[src/core/svml_pkg.sv]
// Shared constants for the supply voltage monitor logic
package svml_pkg;

  // ----------------------------------------------------------------
  // Register map (byte addresses, one 32-bit word each)
  // ----------------------------------------------------------------
  localparam int ADDR_W = 8;
  localparam logic [ADDR_W-1:0] ADDR_CTRL = 8'h00;  // Bit 0: configuration loaded
  localparam logic [ADDR_W-1:0] ADDR_FILT = 8'h04;  // Per-channel glitch filter enable
  localparam logic [ADDR_W-1:0] ADDR_WIN = 8'h08;   // Per-channel window select for A output
  localparam logic [ADDR_W-1:0] ADDR_OUTA = 8'h0c;  // Reported A outputs (read only)
  localparam logic [ADDR_W-1:0] ADDR_OUTB = 8'h10;  // Reported B outputs (read only)
  localparam logic [ADDR_W-1:0] ADDR_STAT = 8'h14;  // Status (read only)
  localparam logic [ADDR_W-1:0] ADDR_RAWA = 8'h18;  // Synchronised raw A comparators
  localparam logic [ADDR_W-1:0] ADDR_RAWB = 8'h1c;  // Synchronised raw B comparators
  localparam logic [ADDR_W-1:0] ADDR_TRIP_BASE = 8'h40;  // Trip codes, one word per channel
  localparam int TRIP_IDX_LSB = 2;   // Channel index field of a trip address
  localparam int TRIP_IDX_W = 4;
  localparam logic [1:0] TRIP_PAGE = 2'h1;  // Address bits [7:6] of the trip block

  // ----------------------------------------------------------------
  // Field layout
  // ----------------------------------------------------------------
  localparam int CTRL_LOADED_BIT = 0;
  localparam int STAT_CALDONE_BIT = 0;
  localparam int TRIP_W = 6;        // Trip point code width
  localparam int TRIP_A_LSB = 0;    // A threshold code in trip word
  localparam int TRIP_B_LSB = 8;    // B threshold code in trip word
  localparam logic [TRIP_W-1:0] TRIP_ZERO_DETECT = 6'h00;  // 75 mV code, reset value

  // ----------------------------------------------------------------
  // Channel layout
  // ----------------------------------------------------------------
  localparam int NUM_CHAN = 10;
  localparam logic [NUM_CHAN-1:0] DIFF_MASK = 10'h00f;  // Channels one to four differential
  localparam int OCB_CH_LO = 3;     // Channel four, zero based
  localparam int OCB_CH_HI = 8;     // Channel nine, zero based

  // ----------------------------------------------------------------
  // Timing
  // ----------------------------------------------------------------
  localparam int CLK_MHZ = 25;             // System clock
  localparam int TICK_MHZ = 8;             // Nominal filter clock
  localparam int FILT_ON_US = 64;          // Filtered settle time
  localparam int FILT_OFF_US = 16;         // Unfiltered settle time
  localparam int FILT_ON_TICKS = FILT_ON_US * TICK_MHZ;    // 512
  localparam int FILT_OFF_TICKS = FILT_OFF_US * TICK_MHZ;  // 128
  localparam int FCNT_W = 10;
  localparam int ACC_W = 6;

  // Calibration sequencing after reset
  typedef enum logic [0:0] {
    SVML_CAL_RUN,
    SVML_CAL_DONE
  } svml_cal_e;

  // Register port request
  typedef struct packed {
    logic [ADDR_W-1:0] addr;
    logic [31:0] wdata;
    logic wr;
    logic rd;
  } svml_req_s;

endpackage

[src/core/svml_monitor.sv]
// Ten-channel supply voltage monitor: window, glitch filter, calibration gating
//
// Function
// - Ten channels, each with A and B comparators.
// - Thresholds selectable from 0.075 V to 5.734 V.
// - Lowest 75 mV code acts as zero detect.
// - Channels one-four differential, five-ten single-ended.
// - Comparator reports one above trip, else zero.
// - Channel four and nine A feed output control.
// - Rise at upper, fall at lower trip point.
// - Hysteresis scales with range, off at low range.
// - Window equals B and not A.
// - Per-channel select: raw A or window on A.
// - B output keeps reporting B in window mode.
// - Filter drops pulses shorter than 64 us.
// - Filtered transitions appear after 64 us.
// - Unfiltered transitions appear after 16 us.
// - Calibrate and clear filters after reset, signal done.
// - No link status or control before calibration done.
// - All comparator status readable by host.
// - Link sees changes 16 us off, 64 us on.
//
// All state sits in one packed struct: one comb process, one register.
// Comparator and link inputs pass two flip-flops before any logic.
//
// Chosen here: the placing of the registers and the address-and-strobe port.
`timescale 1ns/1ns

module svml_monitor import svml_pkg::*; #(
  parameter int NCH = NUM_CHAN,          // Channel count
  parameter int NGPIO = 4,               // Link-driven output controls
  parameter int CAL_US = 100,            // Calibration time in microseconds
  parameter logic [TRIP_W-1:0] HYST_MIN_CODE = 6'h10  // First code with hysteresis
) (
  // Clock and reset
  input wire logic clk_i,
  input wire logic reset_i,
  // Register port
  input wire logic [ADDR_W-1:0] reg_addr_i,
  input wire logic [31:0] reg_wdata_i,
  input wire logic reg_wr_i,
  input wire logic reg_rd_i,
  output logic [31:0] reg_rdata_o,
  // Analog comparator results (asynchronous)
  input wire logic [NCH-1:0] first_threshold_compare_i,
  input wire logic [NCH-1:0] second_threshold_compare_i,
  // Analog front-end controls
  output logic [NCH*TRIP_W-1:0] upper_trip_code_o,   // A threshold codes
  output logic [NCH*TRIP_W-1:0] lower_trip_code_o,   // B threshold codes
  output logic [NCH-1:0] hyst_en_a_o,
  output logic [NCH-1:0] hyst_en_b_o,
  output logic [NCH-1:0] remote_ground_sense_en_o,
  output logic calibrate_o,                          // Comparators auto-calibrating
  // Expander link
  output logic [NCH-1:0] expander_link_a_o,
  output logic [NCH-1:0] expander_link_b_o,
  output logic calibration_done_o,
  input wire logic [NGPIO-1:0] expander_link_gpio_i,
  output logic [NGPIO-1:0] gpio_ctrl_o,
  // Output control block
  output logic channel4_first_compare_o,
  output logic channel9_first_compare_o
);

  // ----------------------------------------------------------------
  // Derived constants and elaboration checks
  // ----------------------------------------------------------------
  localparam int CAL_CYC = CAL_US * CLK_MHZ;
  localparam int CAL_W = $clog2(CAL_CYC + 1);
  localparam int NSIG = 2 * NCH;  // Filter lanes: A path then B path

  // Refuse sizes that the lane layout and register words cannot carry
  initial begin
    if (NCH < 1 || NCH > NUM_CHAN) begin
      $error("svml_monitor: NCH must be 1 to 10");
    end
    if (NGPIO < 1 || NGPIO > 32) begin
      $error("svml_monitor: NGPIO must be 1 to 32");
    end
    if (CAL_CYC < 1) begin
      $error("svml_monitor: CAL_US must be positive");
    end
  end

  // ----------------------------------------------------------------
  // State
  // ----------------------------------------------------------------
  typedef struct packed {
    // Input synchronisers, two stages each
    logic [NCH-1:0] a_s1;             // Comparator A, first sync stage
    logic [NCH-1:0] a_s2;             // Comparator A, synchronised
    logic [NCH-1:0] b_s1;
    logic [NCH-1:0] b_s2;
    logic [NGPIO-1:0] g_s1;           // Link controls, first sync stage
    logic [NGPIO-1:0] g_s2;
    // Filter timebase and per-lane stability
    logic [ACC_W-1:0] acc;            // Fractional divider for 8 MHz ticks
    logic tick;
    logic [NSIG-1:0][FCNT_W-1:0] cnt; // Stability counters
    logic [NSIG-1:0] shown;           // Filtered levels
    // Calibration sequencing
    svml_cal_e cal_st;
    logic [CAL_W-1:0] cal_cnt;
    // Software configuration
    logic cfg_loaded;
    logic [NCH-1:0] filt_en;
    logic [NCH-1:0] win_sel;
    logic [NCH-1:0][TRIP_W-1:0] trip_a;
    logic [NCH-1:0][TRIP_W-1:0] trip_b;
    // Registered views toward the analog front end
    logic [NCH-1:0] hyst_a;
    logic [NCH-1:0] hyst_b;
    logic [NCH-1:0] diff;             // Differential sense enables
    // Registered views toward the link and output control
    logic [NCH-1:0] link_a;
    logic [NCH-1:0] link_b;
    logic link_valid;
    logic calibrating;
    logic [NGPIO-1:0] gpio;
    logic ocb_lo;
    logic ocb_hi;
    // Read data, zero outside the cycle after a read strobe
    logic [31:0] rdata;
  } svml_state_s;

  // Registered state and its next value
  svml_state_s state_ff;
  svml_state_s nxt_state;
  svml_req_s req;

  // Bundle the port so the decode below reads as one request
  assign req = '{addr: reg_addr_i, wdata: reg_wdata_i, wr: reg_wr_i, rd: reg_rd_i};

  // ----------------------------------------------------------------
  // Next-state logic
  // ----------------------------------------------------------------
  // Everything but the output control taps is computed from the registered copy, so outputs lag one cycle
  always_comb begin
    // Scratch values, each defaulted below so no latch is inferred
    logic [NCH-1:0] a_sel;
    logic [NSIG-1:0] lane;
    logic [FCNT_W-1:0] limit;
    logic [TRIP_IDX_W-1:0] idx;
    logic trip_hit;
    a_sel = '0;
    lane = '0;
    limit = '0;
    idx = '0;
    trip_hit = 1'b0;
    nxt_state = state_ff;

    // Synchronisers: first stages feed only the second stages
    // Limitation: a comparator pulse shorter than a clock may go unseen
    nxt_state.a_s1 = first_threshold_compare_i;
    nxt_state.a_s2 = state_ff.a_s1;
    nxt_state.b_s1 = second_threshold_compare_i;
    nxt_state.b_s2 = state_ff.b_s1;
    nxt_state.g_s1 = expander_link_gpio_i;
    nxt_state.g_s2 = state_ff.g_s1;

    // Tick at 8/25 of the clock; average rate is exactly 8 MHz
    // Tick spacing is three clocks, four once in every eight ticks, so filter
    // delays wander by a cycle around their nominal value
    if (state_ff.acc + ACC_W'(TICK_MHZ) >= ACC_W'(CLK_MHZ)) begin
      nxt_state.acc = state_ff.acc + ACC_W'(TICK_MHZ) - ACC_W'(CLK_MHZ);
      nxt_state.tick = 1'b1;
    end else begin
      nxt_state.acc = state_ff.acc + ACC_W'(TICK_MHZ);
      nxt_state.tick = 1'b0;
    end

    // Window select only counts once software marks configuration loaded
    // The mux sits ahead of the filter, so the window result is filtered too
    for (int c = 0; c < NCH; c++) begin
      if (state_ff.win_sel[c] && state_ff.cfg_loaded) begin
        a_sel[c] = state_ff.b_s2[c] & ~state_ff.a_s2[c];
      end else begin
        a_sel[c] = state_ff.a_s2[c];
      end
    end
    lane = {state_ff.b_s2, a_sel};  // B lane untouched by window mode

    // Stability filters: a level must hold for the full count before it shows
    // Lanes below NCH carry the A path, the upper lanes the B path
    // One counter per lane costs flops but keeps every lane independent
    for (int s = 0; s < NSIG; s++) begin
      if (state_ff.filt_en[s % NCH]) begin
        limit = FCNT_W'(FILT_ON_TICKS);
      end else begin
        limit = FCNT_W'(FILT_OFF_TICKS);
      end
      if (state_ff.cal_st == SVML_CAL_RUN) begin
        // Filters are initialised while calibration runs
        nxt_state.cnt[s] = '0;
        nxt_state.shown[s] = 1'b0;
      end else if (lane[s] == state_ff.shown[s]) begin
        // Any return to the shown level restarts the count; short pulses vanish
        nxt_state.cnt[s] = '0;
      end else if (state_ff.tick) begin
        // Count only on ticks so the delay is set in 8 MHz units
        if (state_ff.cnt[s] >= limit - FCNT_W'(1)) begin
          nxt_state.shown[s] = lane[s];
          nxt_state.cnt[s] = '0;
        end else begin
          nxt_state.cnt[s] = state_ff.cnt[s] + FCNT_W'(1);
        end
      end
    end

    // Calibration sequencer
    // Length is a parameter; the analog side calibrates while calibrate_o is high
    unique case (state_ff.cal_st)
      SVML_CAL_RUN: begin
        nxt_state.calibrating = 1'b1;
        if (state_ff.cal_cnt >= CAL_W'(CAL_CYC - 1)) begin
          nxt_state.cal_st = SVML_CAL_DONE;
          nxt_state.calibrating = 1'b0;
        end else begin
          nxt_state.cal_cnt = state_ff.cal_cnt + CAL_W'(1);
        end
      end
      SVML_CAL_DONE: begin
        // Done is final until the next reset
        nxt_state.calibrating = 1'b0;
      end
    endcase

    // Link and output control views; zero until calibration is done
    // The far end must never act on uncalibrated comparators, so both
    // status and incoming control wait for done
    if (state_ff.cal_st == SVML_CAL_DONE) begin
      nxt_state.link_a = state_ff.shown[NCH-1:0];
      nxt_state.link_b = state_ff.shown[NSIG-1:NCH];
      nxt_state.link_valid = 1'b1;
      nxt_state.gpio = state_ff.g_s2;  // Control accepted only now
    end else begin
      nxt_state.link_a = '0;
      nxt_state.link_b = '0;
      nxt_state.link_valid = 1'b0;
    end
    // Channel four and nine A results also go to output control
    nxt_state.ocb_lo = (OCB_CH_LO < NCH) ? nxt_state.link_a[OCB_CH_LO % NCH] : 1'b0;
    nxt_state.ocb_hi = (OCB_CH_HI < NCH) ? nxt_state.link_a[OCB_CH_HI % NCH] : 1'b0;

    // Sense mode is fixed by channel number
    nxt_state.diff = DIFF_MASK[NCH-1:0];

    // Codes below HYST_MIN_CODE form the zero-detect range, no hysteresis
    // Hysteresis only above the zero-detect range; analog sets the band
    for (int c = 0; c < NCH; c++) begin
      nxt_state.hyst_a[c] = state_ff.trip_a[c] >= HYST_MIN_CODE;
      nxt_state.hyst_b[c] = state_ff.trip_b[c] >= HYST_MIN_CODE;
    end

    // Register writes; unmapped addresses are ignored
    // A trip index at or above the channel count falls through, ignored
    idx = req.addr[TRIP_IDX_LSB +: TRIP_IDX_W];
    trip_hit = (req.addr[ADDR_W-1 -: 2] == TRIP_PAGE) && (32'(idx) < NCH)
               && (req.addr[TRIP_IDX_LSB-1:0] == 2'h0);
    if (req.wr) begin
      if (req.addr == ADDR_CTRL) begin
        nxt_state.cfg_loaded = req.wdata[CTRL_LOADED_BIT];
      end else if (req.addr == ADDR_FILT) begin
        nxt_state.filt_en = req.wdata[NCH-1:0];
      end else if (req.addr == ADDR_WIN) begin
        nxt_state.win_sel = req.wdata[NCH-1:0];
      end else if (trip_hit) begin
        // Thresholds per comparator; code zero is the 75 mV detect
        nxt_state.trip_a[idx] = req.wdata[TRIP_A_LSB +: TRIP_W];
        nxt_state.trip_b[idx] = req.wdata[TRIP_B_LSB +: TRIP_W];
      end
    end

    // Register reads: data stands only in the cycle after the strobe
    // Unmapped reads return zero, as do bits above a field
    nxt_state.rdata = '0;
    if (req.rd) begin
      if (req.addr == ADDR_CTRL) begin
        nxt_state.rdata[CTRL_LOADED_BIT] = state_ff.cfg_loaded;
      end else if (req.addr == ADDR_FILT) begin
        nxt_state.rdata[NCH-1:0] = state_ff.filt_en;
      end else if (req.addr == ADDR_WIN) begin
        nxt_state.rdata[NCH-1:0] = state_ff.win_sel;
      end else if (req.addr == ADDR_OUTA) begin
        nxt_state.rdata[NCH-1:0] = state_ff.link_a;
      end else if (req.addr == ADDR_OUTB) begin
        nxt_state.rdata[NCH-1:0] = state_ff.link_b;
      end else if (req.addr == ADDR_STAT) begin
        nxt_state.rdata[STAT_CALDONE_BIT] = state_ff.link_valid;
        // Raw views show the comparators ahead of the filter
      end else if (req.addr == ADDR_RAWA) begin
        nxt_state.rdata[NCH-1:0] = state_ff.a_s2;
      end else if (req.addr == ADDR_RAWB) begin
        nxt_state.rdata[NCH-1:0] = state_ff.b_s2;
      end else if (trip_hit) begin
        nxt_state.rdata[TRIP_A_LSB +: TRIP_W] = state_ff.trip_a[idx];
        nxt_state.rdata[TRIP_B_LSB +: TRIP_W] = state_ff.trip_b[idx];
      end
    end
  end

  // ----------------------------------------------------------------
  // State register
  // ----------------------------------------------------------------
  // Reset restarts calibration, the only defined entry point
  // Asynchronous so the outputs are quiet before the clock runs
  // Trip codes restart at zero detect, calibrating sets to one; all else clears to zero
  always_ff @(posedge clk_i or posedge reset_i) begin
    if (reset_i) begin
      state_ff <= '0;
      state_ff.cal_st <= SVML_CAL_RUN;
      state_ff.calibrating <= 1'b1;
      for (int c = 0; c < NCH; c++) begin
        state_ff.trip_a[c] <= TRIP_ZERO_DETECT;
        state_ff.trip_b[c] <= TRIP_ZERO_DETECT;
      end
    end else begin
      state_ff <= nxt_state;
    end
  end

  // ----------------------------------------------------------------
  // Outputs, all straight from flip-flops
  // Each output is a field of the state register; no logic follows it
  // ----------------------------------------------------------------
  assign reg_rdata_o = state_ff.rdata;
  assign upper_trip_code_o = state_ff.trip_a;
  assign lower_trip_code_o = state_ff.trip_b;
  assign hyst_en_a_o = state_ff.hyst_a;
  assign hyst_en_b_o = state_ff.hyst_b;
  assign remote_ground_sense_en_o = state_ff.diff;
  assign calibrate_o = state_ff.calibrating;
  assign expander_link_a_o = state_ff.link_a;
  assign expander_link_b_o = state_ff.link_b;
  assign calibration_done_o = state_ff.link_valid;
  assign gpio_ctrl_o = state_ff.gpio;
  assign channel4_first_compare_o = state_ff.ocb_lo;
  assign channel9_first_compare_o = state_ff.ocb_hi;

endmodule

[config.mk]
export PLATFORM = sky130hd
export DESIGN_NAME = svml_monitor
export DESIGN_NICKNAME = d
export VERILOG_FILES = /design/src/core/svml_pkg.sv /design/src/core/svml_monitor.sv
export SDC_FILE = /design/constraint.sdc
export NUM_CORES = 1
export LEC_CHECK = 0
export BUFFER_PORTS_ARGS = -buffer_cell sky130_fd_sc_hd__buf_2
export CORE_UTILIZATION = 25
export CTS_CLUSTER_DIAMETER = 50
export DETAILED_ROUTE_END_ITERATION = 7
export HOLD_SLACK_MARGIN = 0.12
export RECOVER_POWER = 100
export REMOVE_ABC_BUFFERS = 1
export SLEW_MARGIN = 20
export SYNTH_ARGS = -nofsm -noshare
export SYNTH_HDL_FRONTEND = slang
export SYNTH_SLANG_ARGS = --single-unit
[constraint.sdc]
create_clock -name clk_i -period 15.6 [get_ports clk_i]
set_clock_uncertainty 0.05 [all_clocks]
set_input_delay 0 -clock clk_i [delete_from_list [all_inputs] [get_ports clk_i]]
set_output_delay 0 -clock clk_i [all_outputs]
set_load 0.02 [all_outputs]
# Word level (Yosys, flattened, before mapping)
# Index checks and enable logic that the tools add are counted.
# word_totals
register_bits	492
latch_bits	0
ramBits	0
mem_bits_ro	0
in_bits	68
out_inout_bits	210
elab_cells	541
mem_count	0
# classes
addsub	33
n_mul	0
div_mod_pow	0
n_lt_le_gt_ge	45
eq_ne	89
n_shift	0
n_mux	225
n_bitwise	25
n_reduce_logical	40
# op_table
operator	count
$mux 10	95
$add 10x1->10 const B	20
$ge 10x10->1	20
$ge 6x5->1 const B	21
$bwmux 60	2
$sub 10x1->10 const B	10
$mux 1	94
$mux 6	15
$reduce_and 3->1	21
$ne 3x1->1 const B	20
$bmux 6 s4	2
$ne 2x1->1 const B	21
$ne 2x2->1 const B	20
$mux 13	3
$eq 8x5->1 const B	4
$demux 6 s4	1
$mux 4	6
$mux 21	1
$eq 1x1->1	20
$eq 8x4->1 const B	2
$not 1->1	15
$mux 14	1
$logic_and 1x1->1	13
$add 12x1->12 const B	1
other kinds (18)	29

# Logic depth before layout (Yosys ltp)
# Gate-level depths: netlist of run 1.
# logic_depth
word_depth	22
ltp_mapped	8
depth_no_buf	7

# Worst setup path after synthesis of run 1
# Ideal clock, no wire load.
# synth_timing
kind	reg-to-reg
startpoint	register state_ff[224] (netlist name)
endpoint	register state_ff[309] (netlist name)
t_arrival_ns	1.957
t_required_ns	15.440
setup_slack_ns	13.483
path_stages_with_launch	8
path_buffers	0
synth_period_minus_slack_ns	2.117
cell_sequence	dfrtp_1 -> inv_1 -> ha_1 -> and4_1 -> and3_1 -> nor4_4 -> nand2_2 -> o41ai_1
# synth_between
elab_chain_len	7
# synth_lines
element	line_no	text
start, declared	svml_monitor.sv:127	svml_state_s state_ff;
start signal, assigned	svml_monitor.sv:318	state_ff <= nxt_state;
$mux 10	svml_monitor.sv:187	if (state_ff.filt_en[s % NCH]) begin
$sub 10x1->10	svml_monitor.sv:201	if (state_ff.cnt[s] >= limit - FCNT_W'(1)) begin
$ge 10x10->1	svml_monitor.sv:201	
$mux 10	svml_monitor.sv:201	
$mux 10	svml_monitor.sv:199	end else if (state_ff.tick) begin
$mux 10	svml_monitor.sv:196	end else if (lane[s] == state_ff.shown[s]) begin
$mux 10	svml_monitor.sv:192	if (state_ff.cal_st == SVML_CAL_RUN) begin
# No other way between the ends. The select of a mux whose other input is x is not followed.
# A chain may end at the register's enable or synchronous reset.

==> results, run 1 <==
- The run finished, with violations left.
- The final reports fail on max-capacitance violations, max-slew violations.
- The DRC violation count after routing is 0.
- Of the available clock period, the critical path in the final layout requires 48.3%.
- The final critical-path required period is 7.53 ns.
- In this run the clock root is driven by a clkbuf_16.
- Relative to the synthesized area, the layout overhead comes to 18.2%.
- The number of flops mapped to enable cells by yosys is 0.
- After synthesis, the largest family of logic cells by area is simple AND/OR/NAND/NOR gates.
- The relative slew slack is -224%.
- The biggest area consumer among synthesized cells is dfrtp_1.
- The critical path goes through dlygate4sd3_1, buf_2, dlygate4sd3_1, clkinvlp_2, clkbuf_1, buf_4.
- The busiest metal layer after global routing is met2.
- STA puts the critical path data required time at 16.16 ns.
- Setup slack on the worst reg-to-reg path comes out at 10.54 ns.
- The first detailed-routing pass took 6 iterations.
- The first global-routing pass estimated 112000 µm of wire.
- The final-layout setup total negative slack is 0 ns.
- The start point of the worst min-delay path is reg_addr_i[2].
- The standard cell area after detailed placement is 0.0264 mm².
- Together, buffers and inverters on the worst path number 6.
- The slowest stage of the critical path belongs to the cell clkbuf_1.
- The initial antenna violation count is 2.
- The worst setup path is launched from a primary input.
- The worst register-to-register path begins at state_ff[243].
- The cell area after technology mapping is 0.0252 mm².
- In the final layout, the share of cells above drive strength 1 is 15.9%.
- The cell type with the highest occurrence count on the critical path is dlygate4sd3_1.
- The compound-gate portion of the synthesized area is 12.3%.
- The clock net in this run drives a total of 490 sinks.
- The count of final hold-check violations is 0.
- At the end of routability-driven placement, the weighted congestion stood at 0.855.
- The number of nets still failing antenna checks after routing is 0.
- The HPWL after detailed placement is 50300 µm.
- The post-CTS setup-driven buffer insertion count is 0.
- The synthesized netlist devotes 1.70% of its cell area to XOR and XNOR gates.
- Synthesis produced a netlist whose cell count is 2357.
- In this design, the largest share of critical-path delay is due to buffers and inverters.
- The post-synthesis mux area share is 10.5%.
- The detail-routed net length per standard cell is 19.1 µm.
- The floorplan step defined a die boundary enclosing 0.102 mm².
- The min-delay analysis places its worst path in the category in -> reg.
- The met3 capacity usage during global routing is 3.92%.
- For the worst-skew pair, the clock arrives at the later sink with an insertion delay of 0.64 ns.
- The clock slew seen by the registers of the worst setup and hold paths is 0.06 ns.
- Leaving out fill and tap cells, the most frequent cell in the layout is dfrtp_1.
- The first routing iteration left 1463 violations.
- The largest net degree at the start of global routing is 106.
- The core utilization of the finished layout is 29.8%.
- Gates resized during post-CTS repair numbered 0.
- In this run the worst path has a maximum fanout of 105.
- During I/O placement, the number of pins put on the boundary was 278.
- In the layout the commonest cells are dfrtp_1, clkbuf_1, nand2_1.
- For this run, asynchronously set or reset flops after synthesis account for 100%.
- Setup repair after global routing left no endpoint under its margin.
- The reported leakage power is 0.0130 µW.
- Across the run, the number of max-cap violations was 16.
- The setup path with the least slack is of type in -> async.
- The floorplan die width is 320 µm.
- The worst-margin pin slew is 4.83 ns.
- After Yosys synthesis, full adders, half adders and majority gates account for 3.22% of the synthesized area.
- The total number of nets in the final design is 2646.
- No sink is reached through more buffers than the 3 on the longest clock path.
- After synthesis, the cell types taking the most area are dfrtp_1, buf_4, mux2_2, ha_1, nand2_1.
- Across every metal layer, demand over resource in global routing totals 14.2%.
- The H-tree generated during clock tree synthesis spans 3 levels.
- The number of buffers created by CTS is 83.
- The starting utilization of the core area is 25.2%.
- The depth of the most critical reg-to-reg path is 6.
- The endpoint class of the critical path is an async pin.
- The delay of the slowest cell on the worst path is 2.93 ns.
- After detailed routing, the total wire length is 74100 µm.
- Setup violations remaining at the end of the flow were counted as 0.
- The part of the Yosys area used for sequential elements is 48.6%.
- The met2 track utilization from global routing is 21.6%.
- The floorplan has 116 rows.
- Timing would allow up to 0.133 GHz.
- Timing analysis after detailed placement gives a worst setup slack of 12.43 ns.
- Summing all non-filler instances in the final layout gives an area of 0.0298 mm².
- The detailed-route via count is 18900.
- TritonCTS built the clock tree.
- The via count of the first global-routing pass is 18200.
- The total global routing overflow is 0.
- The critical path arrival is 8.09 ns.
- The max-slew violation count is 590.
- The number of buffers inserted by port buffering is 235.
- Dividing total power by cell area gives a power density of 115 mW/mm².
- The fraction of the mapped netlist area in simple logic gates is 15.2%.
- From bottom edge to top edge, the die measures 320 µm.
- Counting flops and latches in the post-synthesis netlist gives 490.
- The top cell type by area accounts for 48.5% of the synthesized area.
- After synthesis, the netlist uses 88 different library cells.
- The most frequently used flop master after synthesis is dfrtp_1.
- After layout, the worst setup slack is 8.07 ns.
- During synthesis, Yosys emitted a total of 0 warnings.
- The number of cells on the worst hold path is 3.
- The core region is 0.100 mm².
- The worst hold-check slack is 0.156 ns.
- Global routing consumed, on the met1 layer, 19.6% of the routing resources.
- The mean cell area of the mapped netlist is 10.7 µm².
- The endpoint of the worst-slack reg-to-reg timing path is state_ff[340].
- VDD sags by at most 0.0716 mV.
- The path with the worst hold slack has its endpoint at reg_rdata_o[6].
- Using the TritonRoute via totals, the vias-per-cell ratio works out to 4.88.
==> flip-flops by register name, summed over array words and instances, names as in the netlist <==
| signal | flops |
|---|---|
| expander_link_b_o | 10 |
| reg_rdata_o | 14 |
| hyst_en_a_o | 10 |
| lower_trip_code_o | 60 |
| calibrate_o | 1 |
| remote_ground_sense_en_o | 1 |
| expander_link_a_o | 10 |
| state_ff | 285 |
| calibration_done_o | 1 |
| nxt_state | 24 |
| hyst_en_b_o | 10 |
| gpio_ctrl_o | 4 |
| upper_trip_code_o | 60 |
==> per-stage QoR <==
step	power, µW	std cells
after global routing	3550	3879
final	3430	3881
after detailed placement	1490	3646
after global placement	1490	3646
after CTS	3480	3879
after floorplan	1420	2087
==> repair_timing <==
item,CTS,global route
endpoints found under the setup margin,0,0
hold buffers,80,0
endpoints found under the hold margin,275,0
==> worst max path at each step <==
| stage | startpoint | endpoint | slack [ns] | cells after the start |
|---|---|---|---|---|
| after floorplan | reset_i | calibration_done_o | 1.88 | 1 |
| after detailed placement | reg_addr_i[2] | reg_rdata_o[8] | 12.43 | 7 |
| after global placement | reg_addr_i[2] | reg_rdata_o[8] | 12.39 | 7 |
| after global routing | reset_i | gpio_ctrl_o[1] | 6.67 | 6 |
| final | reset_i | gpio_ctrl_o[1] | 8.07 | 6 |
| after CTS | reset_i | state_ff[243] | 12.30 | 6 |
==> tightest hold or removal path: stages <==
cell      delay (ns)
buf_4           0.27
a221oi_1        0.33
nor3b_1         0.15
==> synth_stat cells, types with 31 or more instances <==
master	count
ha_1	65
dfrtp_1	489
mux2i_1	33
xnor2_1	31
mux2_2	130
buf_4	208
nand3_1	120
and2_1	38
nor3_1	33
nand2_1	190
a21oi_1	86
nand4_1	39
inv_1	45
clkbuf_1	47
and3_1	51
nor2_1	121
o21ai_0	91
a31oi_1	53
==> per-layer routing <==
metal,up-vias,part of all wire (%)
li1,8710,-
met1,9489,45
met2,621,44
met3,106,8.3
met4,2,2.1
met5,-,0.018
==> area by class of cell <==
cell class | count | area, µm²
Sequential cell | 490 | 12300
Clock inverter | 55 | 734
Tap cell | 1298 | 1620
Timing Repair Buffer | 341 | 1890
Multi-Input combinational cell | 1550 | 10900
Inverter | 47 | 178
Fill cell | 10300 | 70200
Clock buffer | 98 | 2240
Antenna cell | 2 | 5.00
==> where the power goes <==
part           internal, µW  total [µW]  switching, µW  leakage, µW
clock                  1230        1950            715      0.00142
sequential             1300        1320           19.8      0.00668
combinational          53.6         162            108      0.00494
==> cells by family (layout without fill, tap and decap cells) <==
kind of cell / Yosys count / after routing
compound gates: 456 / 456
flops: 490 / 490
fa+ha+maj: 65 / 65
buf+inv: 340 / 541
mux: 213 / 213
xor+xnor: 49 / 49
simple gates: 742 / 742
other cells: 2 / 27
Power figures use the tool's default switching activity.
==> inputs of run 2 (changes only) <==
- clock period: 15.6 -> 6.27 ns (I/O delays scaled with it)
==> run 2 against run 1 <==
The flow still finishes with violations (max-capacitance violations, max-slew violations). Largest cell class unchanged. Hold slack got worse by 0.021 ns. Sequential power grew 150%. Largest power group unchanged. Non-clock buffer count grew 1. Clock-buffer cell count decreased by 6.
==> results, run 2 (synthesis results as in run 1) <==
- Once layout is done, the placed cells without fillers occupy 0.0297 mm².
- STA classifies the critical path startpoint as a primary input.
- In this design, the largest share of critical-path delay is due to simple AND/OR/NAND/NOR gates.
- The number of buffers inserted by port buffering is 235.
- The number of nets still failing antenna checks after routing is 0.
- The detailed router placed 18700 vias in this run.
- The via count of the first global-routing pass is 18300.
- Along the worst path, the maximum fanout reaches 17.
- The count of final hold-check violations is 0.
- The type of the tightest min-delay check is in -> reg.
- The checks that failed: max-capacitance violations, max-slew violations.
- The max-slew violation count is 271.
- The number of clock sinks is 490.
- The floorplan die width is 320 µm.
- The largest net degree at the start of global routing is 104.
- The post-CTS setup-driven buffer insertion count is 0.
- Setup repair after global routing left no endpoint under its margin.
- The portion of the clock cycle consumed by the worst path in the final layout is 69.2%.
- The cts-stage hold buffer count is 79.
- STA classifies the critical path endpoint as a register.
- The vertical die dimension is 320 µm.
- Clock-pin slew was measured on the worst setup and hold paths at 0.06 ns.
- The master of the slowest instance on the critical path is nor4_1.
- The tool flagged a number of max-cap violations equal to 7.
- The critical path in this run is classified as in -> reg.
- The total number of nets in the final design is 2643.
- The worst-case IR drop observed on VDD is 0.199 mV.
- No sink is reached through more buffers than the 3 on the longest clock path.
- The total global routing track utilization is 14.2%.
- The final cell count without fillers is 3876.
- The total global routing overflow is 0.
- The top cell types in the final layout, fill and taps aside, are dfrtp_1, clkbuf_1, nand2_1.
- The overall routed net length is 72900 µm.
- The number of gates resized after cts is 0.
- The power per standard cell area is 279 mW/mm².
- At the worst endpoint, the required time is 6.74 ns.
- Subtracting the final worst setup slack from the clock period gives 4.34 ns.
- The number of primary I/O pins is 278.
- The commonest non-fill, non-tap cell in the layout is dfrtp_1.
- The maximum clock frequency is 0.231 GHz.
- The fraction of power consumed by the clock network is 55.7%.
- The clock insertion delay at the later pin of the skew report is 0.65 ns.
- The initialized floorplan defines 116 standard-cell rows.
- TritonCTS created 79 clock buffers.
- The initial antenna violation count came to 3.
- The final HPWL from detailed placement is 50200 µm.
- Dividing the detail-routed wire length by the instance count gives 18.8 µm.
- CTS built an H-tree with a depth of 3.
- The area growth from synthesis to layout is 17.8%.
- For the pin with the worst max-slew slack, the measured transition is 2.69 ns.
- Once the floorplan was initialized, standard cells occupied 25.2% of the core.
- In this run switching power makes up 25.2% of total power.
- After the first detailed-routing iteration, the DRC count stood at 1367.
- Summing all placed instances gives a cell area of 0.0264 mm².
- The share of total power dissipated in sequential elements is 39.5%.
- At the end of routability-driven placement, the weighted congestion stood at 0.824.
- The register with the most flip-flops in the layout has 285 of them.
- In the routed design, unresolved DRC markers number 0.
- The number of buffers and inverters on the critical path is 4.
- The signal on the critical path passes through dlygate4sd3_1, buf_2, clkbuf_1, o21ai_0, nand4_1, nor4_1, buf_4, mux2_2.
- After filler insertion, the fill cell instance count of the layout stands at 10300.
- For this run, the slowest stage of the critical path takes 1.85 ns.
- The reg-to-reg setup timing slack is 1.99 ns.
- The proportion of power drawn by combinational gates is 4.8%.
- Of the cells placed in the final design, the portion with a size suffix greater than 1 is 15.8%.
- The internal portion of the total power is 6190 µW.
- The area of the core is 0.100 mm².
- The flow ran to the end, but the final reports show violations.
- Once placement completed, the tool counted placed cells totaling 3648.
- The power dissipated by switching net loads is 2090 µW.
- In the routed layout, each cell is associated on average with a via count of 4.83.
- The iteration count of the initial detailed-routing pass is 5.
- The first-pass GRT wire length is 112000 µm.
- The root buffer cell chosen for the clock tree is clkbuf_16.
- Measured against its own limit, the worst slew margin works out to -79.1%.
- Setup violations remaining at the end of the flow were counted as 0.
- STA puts the critical path data arrival time at 4.81 ns.
- The die covers 0.102 mm².
- Ranked by flip-flop count, first place goes to state_ff.
- The TritonCTS clock tree is built.
- In this run the static leakage power is 0.0130 µW.
[run 2: cell count changes in the layout (fill, tap and decap cells not counted), moves of 4 or more]
cell | previous run | this run
inv_6 | 5 | 13
clkinv_16 | 0 | 4
and2_0 | 20 | 16
and2_1 | 18 | 22
clkinvlp_4 | 15 | 5
clkbuf_16 | 84 | 79
[run 2: layout make-up]
class	count	area, µm²	area share, %
diodes	3	7.51	0.0253
flip-flops and latches	490	12300	41.3
well taps	1298	1620	5.47
multi-input cells	1550	10900	36.8
clock buffers	92	2090	7.02
repair buffers	342	1890	6.37
inverters	47	184	0.619
clock inverters	54	734	2.47
[run 2: path summary, 6_finish.rpt]
check,from,end,depth (start not counted)
min in group asynchronous,reset_i,lower_trip_code_o[41],4
worst min-delay path,reg_addr_i[2],reg_rdata_o[6],3
worst max-delay path,reg_addr_i[4],lower_trip_code_o[52],8
worst max register to register,state_ff[464],state_ff[317],5
max in group asynchronous,reset_i,nxt_state[506],5
worst min register to register,nxt_state[485],state_ff[485],0
[run 2: per-layer routing]
| layer | GRT usage (%) | wire [µm] | vias to the layer above |
|---|---|---|---|
| li1 | - | - | 8680 |
| met1 | 19.3 | 32800 | 9293 |
| met2 | 21.0 | 31600 | 615 |
| met3 | 4.41 | 6340 | 127 |
| met4 | 5.07 | 2150 | 4 |
| met5 | 0 | 25 | - |
[run 2: metrics by stage]
stage          power [µW]  setup slack [ns]  hold WS (ns)  utilization (%)  TNS (ns)
6_report             8280              1.93         0.135             29.7         0
5_1_grt              8590              1.70         0.178             29.7         0
4_1_cts              8410              3.42         0.125             30.1         0
3_5_place_dp         3710              3.23        0.0594             26.4         0
3_3_place_gp         3700              3.25        0.0585             26.4         0
2_1_floorplan        3520             -7.45       -0.0186                -  -3648.70
[run 2: power by group through the flow]
stage	clock network [µW]	logic, µW	registers [µW]
floorplan	0	167	3360
global placement	0	380	3320
detailed placement	0	382	3320
CTS	4710	420	3270
global route	4870	439	3280
finish	4610	400	3270
[run 2: tightest hold or removal path, stage by stage]
cell	delay, ns
buf_4	0.26
a221oi_1	0.33
nor3b_1	0.13
